==> config.mk <==
export PLATFORM = sky130hd
export DESIGN_NAME = regen_loopback_ctrl
export DESIGN_NICKNAME = d
export VERILOG_FILES = /design/src/verilog/loopback_pkg.sv /design/src/verilog/ready_filter.sv /design/src/verilog/regen_loopback_ctrl.sv
export SDC_FILE = /design/constraint.sdc
export NUM_CORES = 1
export LEC_CHECK = 0
export BUFFER_PORTS_ARGS = -buffer_cell sky130_fd_sc_hd__buf_2
export CAP_MARGIN = 10
export CORE_MARGIN = 2
export CORE_UTILIZATION = 50
export CTS_BUF_LIST = sky130_fd_sc_hd__clkbuf_16
export DETAILED_ROUTE_END_ITERATION = 16
export PLACE_DENSITY = 0.85
export SKIP_LAST_GASP = 1
export SLEW_MARGIN = 25
export SYNTH_ARGS = -nofsm -noshare
export SYNTH_HDL_FRONTEND = slang
export SYNTH_SLANG_ARGS = --single-unit
==> constraint.sdc <==
create_clock -name clock_i -period 3 [get_ports clock_i]
set_clock_uncertainty 0.15 [all_clocks]
set_input_delay 0.15 -clock clock_i [delete_from_list [all_inputs] [get_ports clock_i]]
set_output_delay 0.15 -clock clock_i [all_outputs]
set_load 0.1 [all_outputs]
==> src/verilog/loopback_pkg.sv <==
// Package: constants for the regenerator loopback control block
package loopback_pkg;

	// ----------------------------------------------------------------
	// Message fields
	// ----------------------------------------------------------------
	localparam int          ADDR_W        = 2;
	localparam int          CODE_W        = 8;
	localparam logic [1:0]  REG_ADDR      = 2'h2;
	localparam logic [7:0]  CODE_LOOP_REQ = 8'h01;
	localparam logic [7:0]  CODE_RETURN   = 8'h02;
	localparam logic [7:0]  CODE_HOLD     = 8'h03;

	// ----------------------------------------------------------------
	// Indicator bits
	// ----------------------------------------------------------------
	localparam int          IND_W         = 8;
	localparam logic [7:0]  REG_IND_MASK  = 8'h07;
	localparam int          READY_BIT     = 3;
	localparam int          READY_FRAMES  = 6;

	// ----------------------------------------------------------------
	// Customer-side transceiver reset pulse
	// ----------------------------------------------------------------
	localparam int          RESET_NS      = 100;
	localparam int          CLK_NS        = 10;
	localparam int          RESET_CYC     = (RESET_NS + CLK_NS - 1) / CLK_NS;

	// ----------------------------------------------------------------
	// Control states
	// ----------------------------------------------------------------
	typedef enum logic [3:0] {
		ST_NORMAL   = 4'h1,
		ST_LOOP_RST = 4'h2,
		ST_LOOPED   = 4'h4,
		ST_RESTART  = 4'h8
	} loop_state_t;

endpackage : loopback_pkg

==> src/verilog/ready_filter.sv <==
// Consecutive-frame qualifier for the remote-ready indicator
`timescale 1ns/100ps
module ready_filter #(
	parameter int FRAMES = loopback_pkg::READY_FRAMES
) (
	// Clock and reset
	input  wire logic clock_i,
	input  wire logic rst_n_i,
	// Frame indicator sample
	input  wire logic frame_i,
	input  wire logic bit_i,
	input  wire logic clear_i,
	// Qualified level
	output logic      ready_o
);
	logic [3:0] count_q;

	always_ff @(posedge clock_i or negedge rst_n_i) begin
		if (!rst_n_i) begin
			count_q <= 4'h0;
		end else if (clear_i) begin
			count_q <= 4'h0;
		end else if (frame_i) begin
			if (!bit_i)
				count_q <= 4'h0;
			else if (count_q < 4'(FRAMES))
				count_q <= count_q + 4'h1;
		end
	end

	always_ff @(posedge clock_i or negedge rst_n_i) begin
		if (!rst_n_i)
			ready_o <= 1'b0;
		else
			ready_o <= !clear_i && (count_q >= 4'(FRAMES) ||
				(frame_i && bit_i && count_q == 4'(FRAMES - 1)));
	end

	chk_ready_needs_run: assert property (@(posedge clock_i)
		disable iff (!rst_n_i)
		$rose(ready_o) |-> $past(count_q) == 4'(FRAMES - 1))
		else $error("ready rose without full run of frames");

endmodule : ready_filter

==> src/verilog/regen_loopback_ctrl.sv <==
// Regenerator transparent loopback control toward the exchange side
// Operation
// - Close loop on request when link active
// - Looped signal also passes to customer side
// - Own-address messages keep working while looped
// - Foreign address answered with hold, own address
// - Loop indicators except three regenerator bits
// - Return message after reset phase: deactivate customer transceiver, unloop
// - After release, restart customer link if active
// - Reset customer transceiver on loop entry
// - Ready set only after six consecutive frames
`timescale 1ns/100ps
module regen_loopback_ctrl #(
	parameter int RESET_CYCLES = loopback_pkg::RESET_CYC
) (
	// Clock and reset
	input  wire logic       clock_i,
	input  wire logic       rstn_i,
	// Exchange-side link status
	input  wire logic       xchg_active_i,
	// Operations channel message from the exchange side
	input  wire logic       msg_valid_i,
	input  wire logic [1:0] msg_addr_i,
	input  wire logic [7:0] msg_code_i,
	// Operations channel message toward the exchange side
	input  wire logic       own_msg_valid_i,
	input  wire logic [7:0] own_msg_code_i,
	output logic            tx_msg_valid_o,
	output logic [1:0]      tx_msg_addr_o,
	output logic [7:0]      tx_msg_code_o,
	// Payload streams
	input  wire logic       rx_data_i,
	input  wire logic       cust_data_i,
	output logic            xchg_data_o,
	output logic            cust_data_o,
	// Indicator bits per frame
	input  wire logic       frame_i,
	input  wire logic [7:0] rx_ind_i,
	input  wire logic [7:0] own_ind_i,
	input  wire logic [7:0] cust_ind_i,
	output logic [7:0]      tx_ind_o,
	// Customer-side transceiver control
	output logic            cust_reset_o,
	output logic            cust_deact_o,
	output logic            cust_start_o,
	// Status
	output logic            looped_o,
	output logic            remote_ready_o
);

	// ----------------------------------------------------------------
	// Reset release
	// ----------------------------------------------------------------
	logic rst_meta_q;
	logic rst_n_q;

	always_ff @(posedge clock_i or negedge rstn_i) begin
		if (!rstn_i) begin
			rst_meta_q <= 1'b0;
			rst_n_q    <= 1'b0;
		end else begin
			rst_meta_q <= 1'b1;
			rst_n_q    <= rst_meta_q;
		end
	end

	// ----------------------------------------------------------------
	// Message decode
	// ----------------------------------------------------------------
	function automatic logic is_msg(input logic [1:0] addr,
		input logic [7:0] code, input logic [7:0] want);
		return addr == loopback_pkg::REG_ADDR && code == want;
	endfunction : is_msg

	logic loop_req;
	logic ret_req;
	logic foreign;

	assign loop_req = msg_valid_i &&
		is_msg(msg_addr_i, msg_code_i, loopback_pkg::CODE_LOOP_REQ);
	assign ret_req  = msg_valid_i &&
		is_msg(msg_addr_i, msg_code_i, loopback_pkg::CODE_RETURN);
	assign foreign  = msg_valid_i && msg_addr_i != loopback_pkg::REG_ADDR;

	// ----------------------------------------------------------------
	// Loop state
	// ----------------------------------------------------------------
	loopback_pkg::loop_state_t state_q;
	logic [7:0]                rst_cnt_q;

	// Requests while the link is down are dropped, not queued
	always_ff @(posedge clock_i or negedge rst_n_q) begin
		if (!rst_n_q) begin
			state_q <= loopback_pkg::ST_NORMAL;
		end else begin
			case (state_q)
				loopback_pkg::ST_NORMAL: begin
					if (loop_req && xchg_active_i)
						state_q <= loopback_pkg::ST_LOOP_RST;
				end
				loopback_pkg::ST_LOOP_RST: begin
					if (!xchg_active_i)
						state_q <= loopback_pkg::ST_NORMAL;
					else if (rst_cnt_q == 8'h01)
						state_q <= loopback_pkg::ST_LOOPED;
				end
				loopback_pkg::ST_LOOPED: begin
					if (!xchg_active_i)
						state_q <= loopback_pkg::ST_NORMAL;
					else if (ret_req)
						state_q <= loopback_pkg::ST_RESTART;
				end
				loopback_pkg::ST_RESTART: begin
					state_q <= loopback_pkg::ST_NORMAL;
				end
				default: state_q <= loopback_pkg::ST_NORMAL;
			endcase
		end
	end

	always_ff @(posedge clock_i or negedge rst_n_q) begin
		if (!rst_n_q)
			rst_cnt_q <= 8'h00;
		else if (state_q == loopback_pkg::ST_NORMAL && loop_req &&
			xchg_active_i)
			rst_cnt_q <= 8'(RESET_CYCLES);
		else if (rst_cnt_q != 8'h00)
			rst_cnt_q <= rst_cnt_q - 8'h01;
	end

	// Loop closes immediately; reset phase already returns the signal
	logic looped;
	assign looped = state_q == loopback_pkg::ST_LOOP_RST ||
		state_q == loopback_pkg::ST_LOOPED;
	assign looped_o = looped;

	assign cust_reset_o = state_q == loopback_pkg::ST_LOOP_RST;
	assign cust_deact_o = state_q == loopback_pkg::ST_RESTART;
	// Restart only if exchange link still up
	always_ff @(posedge clock_i or negedge rst_n_q) begin
		if (!rst_n_q)
			cust_start_o <= 1'b0;
		else
			cust_start_o <= state_q == loopback_pkg::ST_RESTART &&
				xchg_active_i;
	end

	// ----------------------------------------------------------------
	// Data and indicator paths
	// ----------------------------------------------------------------
	always_ff @(posedge clock_i or negedge rst_n_q) begin
		if (!rst_n_q) begin
			xchg_data_o <= 1'b0;
			cust_data_o <= 1'b0;
		end else begin
			xchg_data_o <= looped ? rx_data_i : cust_data_i;
			cust_data_o <= rx_data_i;
		end
	end

	always_ff @(posedge clock_i or negedge rst_n_q) begin
		if (!rst_n_q)
			tx_ind_o <= 8'h00;
		else if (looped)
			tx_ind_o <= (rx_ind_i & ~loopback_pkg::REG_IND_MASK) |
				(own_ind_i & loopback_pkg::REG_IND_MASK);
		else
			tx_ind_o <= (cust_ind_i & ~loopback_pkg::REG_IND_MASK) |
				(own_ind_i & loopback_pkg::REG_IND_MASK);
	end

	// ----------------------------------------------------------------
	// Operations channel toward the exchange side
	// ----------------------------------------------------------------
	// Hold answer wins over a regenerator message in the same cycle
	always_ff @(posedge clock_i or negedge rst_n_q) begin
		if (!rst_n_q) begin
			tx_msg_valid_o <= 1'b0;
			tx_msg_addr_o  <= 2'h0;
			tx_msg_code_o  <= 8'h00;
		end else if (looped && foreign) begin
			tx_msg_valid_o <= 1'b1;
			tx_msg_addr_o  <= loopback_pkg::REG_ADDR;
			tx_msg_code_o  <= loopback_pkg::CODE_HOLD;
		end else begin
			tx_msg_valid_o <= own_msg_valid_i;
			tx_msg_addr_o  <= loopback_pkg::REG_ADDR;
			tx_msg_code_o  <= own_msg_code_i;
		end
	end

	// ----------------------------------------------------------------
	// Remote-ready qualification
	// ----------------------------------------------------------------
	ready_filter #(
		.FRAMES(loopback_pkg::READY_FRAMES)
	) u_ready (
		.clock_i (clock_i),
		.rst_n_i (rst_n_q),
		.frame_i (frame_i),
		.bit_i   (cust_ind_i[loopback_pkg::READY_BIT]),
		.clear_i (looped),
		.ready_o (remote_ready_o)
	);

	// ----------------------------------------------------------------
	// Checks
	// ----------------------------------------------------------------
	chk_loop_closes: assert property (@(posedge clock_i)
		disable iff (!rst_n_q)
		state_q == loopback_pkg::ST_NORMAL && loop_req && xchg_active_i
		|=> looped_o && cust_reset_o)
		else $error("loop did not close on request");

	chk_hold_answer: assert property (@(posedge clock_i)
		disable iff (!rst_n_q)
		looped && foreign |=> tx_msg_valid_o &&
		tx_msg_code_o == loopback_pkg::CODE_HOLD &&
		tx_msg_addr_o == loopback_pkg::REG_ADDR)
		else $error("no hold answer to foreign address");

	chk_ind_loop: assert property (@(posedge clock_i)
		disable iff (!rst_n_q)
		looped |=> (tx_ind_o & ~loopback_pkg::REG_IND_MASK) ==
		($past(rx_ind_i) & ~loopback_pkg::REG_IND_MASK))
		else $error("indicators not looped");

	chk_reg_ind_own: assert property (@(posedge clock_i)
		disable iff (!rst_n_q)
		rst_n_q |=> (tx_ind_o & loopback_pkg::REG_IND_MASK) ==
		($past(own_ind_i) & loopback_pkg::REG_IND_MASK))
		else $error("regenerator indicators not kept");

	chk_transparent: assert property (@(posedge clock_i)
		disable iff (!rst_n_q)
		looped |=> cust_data_o == $past(rx_data_i) &&
		xchg_data_o == $past(rx_data_i))
		else $error("loop not transparent");

	chk_return_release: assert property (@(posedge clock_i)
		disable iff (!rst_n_q)
		state_q == loopback_pkg::ST_LOOPED && ret_req && xchg_active_i
		|=> cust_deact_o && !looped_o ##1 !looped_o)
		else $error("return message did not release loop");

	chk_restart: assert property (@(posedge clock_i)
		disable iff (!rst_n_q)
		cust_deact_o && xchg_active_i |=> cust_start_o)
		else $error("customer link not restarted");

	chk_loop_holds: assert property (@(posedge clock_i)
		disable iff (!rst_n_q)
		state_q == loopback_pkg::ST_LOOPED && xchg_active_i && !ret_req
		|=> state_q == loopback_pkg::ST_LOOPED)
		else $error("loop dropped without cause");

endmodule : regen_loopback_ctrl

==> summary.txt, run 1 <==
Final TNS setup: 0 ps
PostCTS Resize Cnt: 0
Placeable Area: 3340 um^2
Syn Area/Cell: 11.0 um^2
Drt drc: 0
Leakage: 0.00127 uW
# rows: 21
Worst setup EP type: output pin
Pwr Total: 1740 uW
Initial Utilization: 52.4%
Synthesized area: 1750 um^2
DIE AREA: 3990 um^2
Crit path DAT: 1890 ps
Xor/xnor share of the synthesized area: 0.501%
Worst vdd ir: 487 uV
Main combinational cell family by area after synthesis: simple AND/OR/NAND/NOR gates
Cts hold-fix bufs: 28
Post-synthesis compound-gate area fraction: 8.94%
Worst-Skew Late Latency: 280 ps
Mux contribution to synthesized area: 1.14%
Final HPWL DP: 2600 um
Diode count: 0
Aggregate global-route resource usage: 24.9%
HP Class: in -> async
Count of different cell masters after synthesis: 45
Final Core Density: 76.8%
Critical path required time: 2700 ps
I/O pin cnt: 76
Post-synthesis simple-gate area fraction: 24.5%
Period utilization: 73.1%
Final WL: 4530 um
EDFF count, synth: 0
# setup viols final: 0
Synth warnings: 0
Placement Cell Area: 2120 um^2
CP startpoint kind: flop
Fmax: 0.456 GHz
CTS buffer count: 5
Clock Path Buffers: 2
Share of cells above drive strength 1: 32.3%
Async SR Flop Fraction: 100%
Vias: 1525
Number of global-route vias before repair: 1617
Post-route ant nets: 0
Largest net degree at the start of global routing: 39
Post-CTS setup buffer count: 0
PortBufs: 63
Routability congestion estimate from global placement: 0.845
CTS tree: done
WS Path Type: reg -> out
Clock transition at path regs: 50 ps
Die height: 63.1 um
Final hold slack: 51.2 ps
RSZ-0062 raised after global routing: false
Via-to-Cell Ratio: 5.03
Clk sinks: 40
Die W: 63.1 um
Finished Cell Area: 2560 um^2
Count of pins over their slew limit: 0
Power Density: 677 nW/um^2
DR pass1 iterations: 4
Initial DRC count: 33
Area grow syn2layout: 46.6%
Root buf cell: clkbuf_16
Seq/Total Area, Yosys: 57.3%
Drt wl/cell: 14.9 um
First-pass GRT wire length: 7520 um
Post-Synthesis Cells: 159
Crit path max fanout: 14
Max-Cap Viols: 0
Status: complete, no violations
Nets: 312
Main synth FF type: dfrtp_1
CTS H-tree depth: 2
GR Overflow Total: 0
Initial antenna violation count: 0
Yosys reg bits: 40
Adder-Cell Fraction of Synth Area: 4.29%
Endpoints failing hold: 0
Tmin final: 2190 ps
[layout make-up]
class,instances,area [um^2]
clock inverters,3,42.5
flip-flops and latches,40,1000
well taps,46,57.6
clock buffers,5,125
inverters,7,26.3
multi-input cells,110,707
fillers,201,773
repair buffers,92,603
[layout by cell type (no fill, tap or decap), types with 2 or more instances in the layout]
master         synthesis  layout
buf_2                  1      63
dfrtp_1               39      39
dlygate4sd3_1          0      28
nand2_1               23      23
nor2_1                11      11
a21oi_1                9       9
and2_1                 8       8
nand2b_1               6       6
inv_1                  6       6
ha_1                   6       6
clkbuf_16              0       5
nand3_1                4       4
nor3_1                 3       3
conb_1                 2       3
nor2b_1                2       2
nor4b_2                1       2
nor4_1                 2       2
and3_1                 2       2
nand3b_1               2       2
mux2i_1                2       2
a31oi_1                2       2
a211oi_1               2       2
[synthesized netlist by cell type, types with 2 or more instances]
cell type / instances / area, um^2
ha_1: 6 / 75.1
a21oi_1: 9 / 45.0
nand3_1: 4 / 20.0
nor2_1: 11 / 41.3
and2_1: 8 / 50.1
inv_1: 6 / 22.5
nor4b_1: 2 / 17.5
dfrtp_1: 39 / 976
nand3b_1: 2 / 15.0
mux2i_1: 2 / 20.0
and3_1: 2 / 12.5
nand2_1: 23 / 86.3
conb_1: 2 / 7.51
a211oi_1: 2 / 15.0
nand2b_1: 6 / 37.5
nor2b_1: 2 / 12.5
nor4_1: 2 / 12.5
nor3_1: 3 / 15.0
a31oi_1: 2 / 12.5
[through the flow]
stage / std cells / worst slack [ps]
3_5_place_dp: 267 / 1120
3_3_place_gp: 267 / 1160
5_1_grt: 303 / 711
4_1_cts: 303 / 809
2_1_floorplan: 160 / 334
6_report: 303 / 808
[report_power, final]
group | internal, uW | total [uW] | switching [uW]
sequential | 612 | 696 | 84.9
clock | 390 | 596 | 206
combinational | 177 | 444 | 267
[cells by family (layout without fill, tap and decap cells)]
logic type | after synthesis | after routing
buffers and inverters | 10 | 107
other | 2 | 3
flip-flops | 40 | 40
XOR/XNOR | 1 | 1
multiplexers | 2 | 2
AO/OA/AOI/OAI | 23 | 23
adder cells (fa/ha/maj) | 6 | 6
AND/OR/NAND/NOR | 75 | 75
[critical path: stages (launching register included)]
cell	delay (ps)
dfrtp_1	390
nor2b_1	300
o21ai_2	190
inv_2	250
buf_2	480
[path summary, 6_finish.rpt]
| check | start | end | slack [ps] | cells past startpoint |
|---|---|---|---|---|
| worst max-delay path | state_q[1] | looped_o | 810 | 4 |
| worst max register to register | state_q[1] | tx_ind_o[5] | 810 | 6 |
| worst min-delay path | rstn_i | rst_n_q | 50 | 2 |
| worst min register to register | rst_n_q | state_q[2] | 130 | 1 |
| max in group asynchronous | rst_n_q | state_q[0] | 2230 | 1 |
| min in group clock_i | cust_ind_i[3] | u_ready.count_q[3] | 60 | 3 |
[metal layers]
| layer | track usage [%] | vias up | part of all wire [%] |
|---|---|---|---|
| met5 | 0 | - | 0 |
| met4 | 7.22 | 0 | 1.1 |
| met3 | 5.89 | 6 | 4.6 |
| met2 | 46.8 | 54 | 54 |
| met1 | 27.7 | 729 | 40 |
| li1 | - | 736 | - |
[flip-flops by register name, summed over array words and instances (netlist names)]
register         flops
cust_data_o          1
cust_start_o         1
rst_cnt_q            8
rst_meta_q           1
rst_n_q              1
state_q              4
tx_ind_o             8
tx_msg_addr_o        1
tx_msg_code_o        8
tx_msg_valid_o       1
u_ready.count_q      4
u_ready.ready_o      1
xchg_data_o          1
(Power assumes the default switching activity.)
==> run 2: changes to the inputs <==
- CORE_UTILIZATION: 50 -> 47
- PLACE_DENSITY: 0.85 -> 0.8
- clock period: 3 -> 2.3 ns (I/O delays scaled with it)
==> run 2 against run 1 <==
Sequential power is 29% higher. Sequential share of layout area is 0.36 points lower. Combinational power is 26% higher. Cell area is 0.93% higher. Flip-flop and latch count stayed put. First-iteration DRC count is 120% higher. Via count is 1.5% lower. Hold slack worse by 36 ps. Largest power group unchanged.
==> summary.txt, run 2 (synthesized netlist as in run 1, its figures left out) <==
CTS tree: done
Root buf cell: clkbuf_16
Hold path cells: 3
Crit path DAT: 1850 ps (-40 ps)
Reg area: 1000 um^2 (unchanged)
Leakage: 0.00127 uW (+0.40%)
Post-CTS setup buffer count: 0 (unchanged)
Fmax: 0.473 GHz
Area grow syn2layout: 47.9%
Clock transition at path regs: 60 ps (about the same)
CTS H-tree depth: 2 (unchanged)
HP Class: in -> reg
Die height: 65.0 um (+2.9%)
Clock Path Buffers: 2 (unchanged)
CP startpoint kind: flop
GR Overflow Total: 0 (unchanged)
Post-route ant nets: 0 (unchanged)
Initial antenna violation count: 0 (unchanged)
RSZ-0062 raised after global routing: false
# rows: 22 (+4.8%)
CTS buffer count: 5 (unchanged)
Clk sinks: 40 (unchanged)
Initial DRC count: 74 (+120%)
Status: complete, no violations
I/O pin cnt: 76 (unchanged)
Largest net degree at the start of global routing: 39 (unchanged)
Commonest non-fill, non-tap cell in the layout: buf_2
Placeable Area: 3610 um^2 (+8.1%)
Drt wl/cell: 12.8 um (-15%)
Final WL: 3900 um (-14%)
Aggregate global-route resource usage: 21.2% (-3.7 points)
WS Path Type: reg -> out
Diode count: 0 (unchanged)
Number of global-route vias before repair: 1452 (-10%)
Share of cells above drive strength 1: 31.8% (-0.51 points)
Max-Cap Viols: 0 (unchanged)
# setup viols final: 0 (unchanged)
Final Core Density: 71.8% (-5.1 points)
Period utilization: 91.9%
Count of pins over their slew limit: 0 (unchanged)
Biggest regs: rst_cnt_q (8), tx_ind_o (8), tx_msg_code_o (8)
Commonest non-fill, non-tap cells in the layout: buf_2, dfrtp_1, dlygate4sd3_1
Tmin final: 2110 ps
Via-to-Cell Ratio: 4.91 (-2.5%)
Worst setup EP type: output pin
Initial Utilization: 48.5% (-3.9 points)
Power Density: 865 nW/um^2 (+28%)
Final TNS setup: 0 ps (unchanged)
DIE AREA: 4230 um^2 (+6.0%)
Vias: 1502 (-1.5%)
Critical path required time: 2040 ps (-660 ps)
First-pass GRT wire length: 6560 um (-13%)
Final HPWL DP: 2440 um (-6.4%)
Worst R2R Path Depth: 6 (unchanged)
Endpoints failing hold: 0 (unchanged)
PortBufs: 63 (unchanged)
Multi-input logic area: 716 um^2 (+1.2%)
Filler Cell Count: 249 (+24%)
Drt drc: 0 (unchanged)
Die W: 65.0 um (+2.9%)
DR pass1 iterations: 4 (unchanged)
Routability congestion estimate from global placement: 0.782 (-7.5%)
Nets: 313 (+0.32%)
Crit path max fanout: 14 (unchanged)
Worst vdd ir: 757 uV (+56%)
Worst-Skew Late Latency: 280 ps (about the same)
-- run 2: critical path, stage by stage, from the launching register on --
cell and delay [ps]:
dfrtp_1 420, nor2b_1 320, o21ai_2 180, inv_2 250
clkbuf_4 390
-- run 2: repair_timing --
item,4_1_cts,5_1_grt
setup endpoints to repair,0,1
resized for setup,0,1
hold buffers,29,0
endpoints found under the hold margin,26,0
-- run 2: worst paths after layout --
kind	start	to	slack [ps]
max in group asynchronous	rstn_i	rst_meta_q	1330
min in group asynchronous	rst_n_q	u_ready.count_q[0]	140
worst max-delay path	state_q[1]	looped_o	190
worst max register to register	state_q[1]	tx_ind_o[7]	190
worst min-delay path	cust_ind_i[3]	u_ready.count_q[3]	20
worst min register to register	rst_n_q	u_ready.count_q[0]	140
-- run 2: routing by layer --
layer  share of wire, %  track usage [%]
met1                 40             23.3
met2                 50             35.3
met3                8.3             8.85
met4                1.6             10.4
met5                  0                0
-- run 2: metrics by stage --
step                worst slack, ps  cell area [um^2]  hold WS [ps]  power, uW  cells
floorplan                       314              1770          -331       1310    160
global placement                431              2130          -250       1410    269
detailed placement              404              2130          -247       1430    269
CTS                            80.6              2580          4.65       2260    306
global route                   29.9              2590          31.0       2370    306
finish                          186              2590          15.3       2240    306
-- run 2: final cells by class --
cell class | instances | area share (%)
Timing Repair Buffer | 93 | 23.8
Clock inverter | 3 | 1.64
Inverter | 7 | 1.02
Clock buffer | 5 | 4.84
Multi-Input combinational cell | 110 | 27.7
Sequential cell | 40 | 38.7
Tap cell | 48 | 2.32
-- run 2: report_power, final --
group	internal (uW)	total, uW	switching, uW	leakage, uW
Combinational	230	561	331	0.000703
Sequential	798	898	99.6	0.000487
Clock	509	779	270	0.0000814
Total	1540	2240	700	0.00127
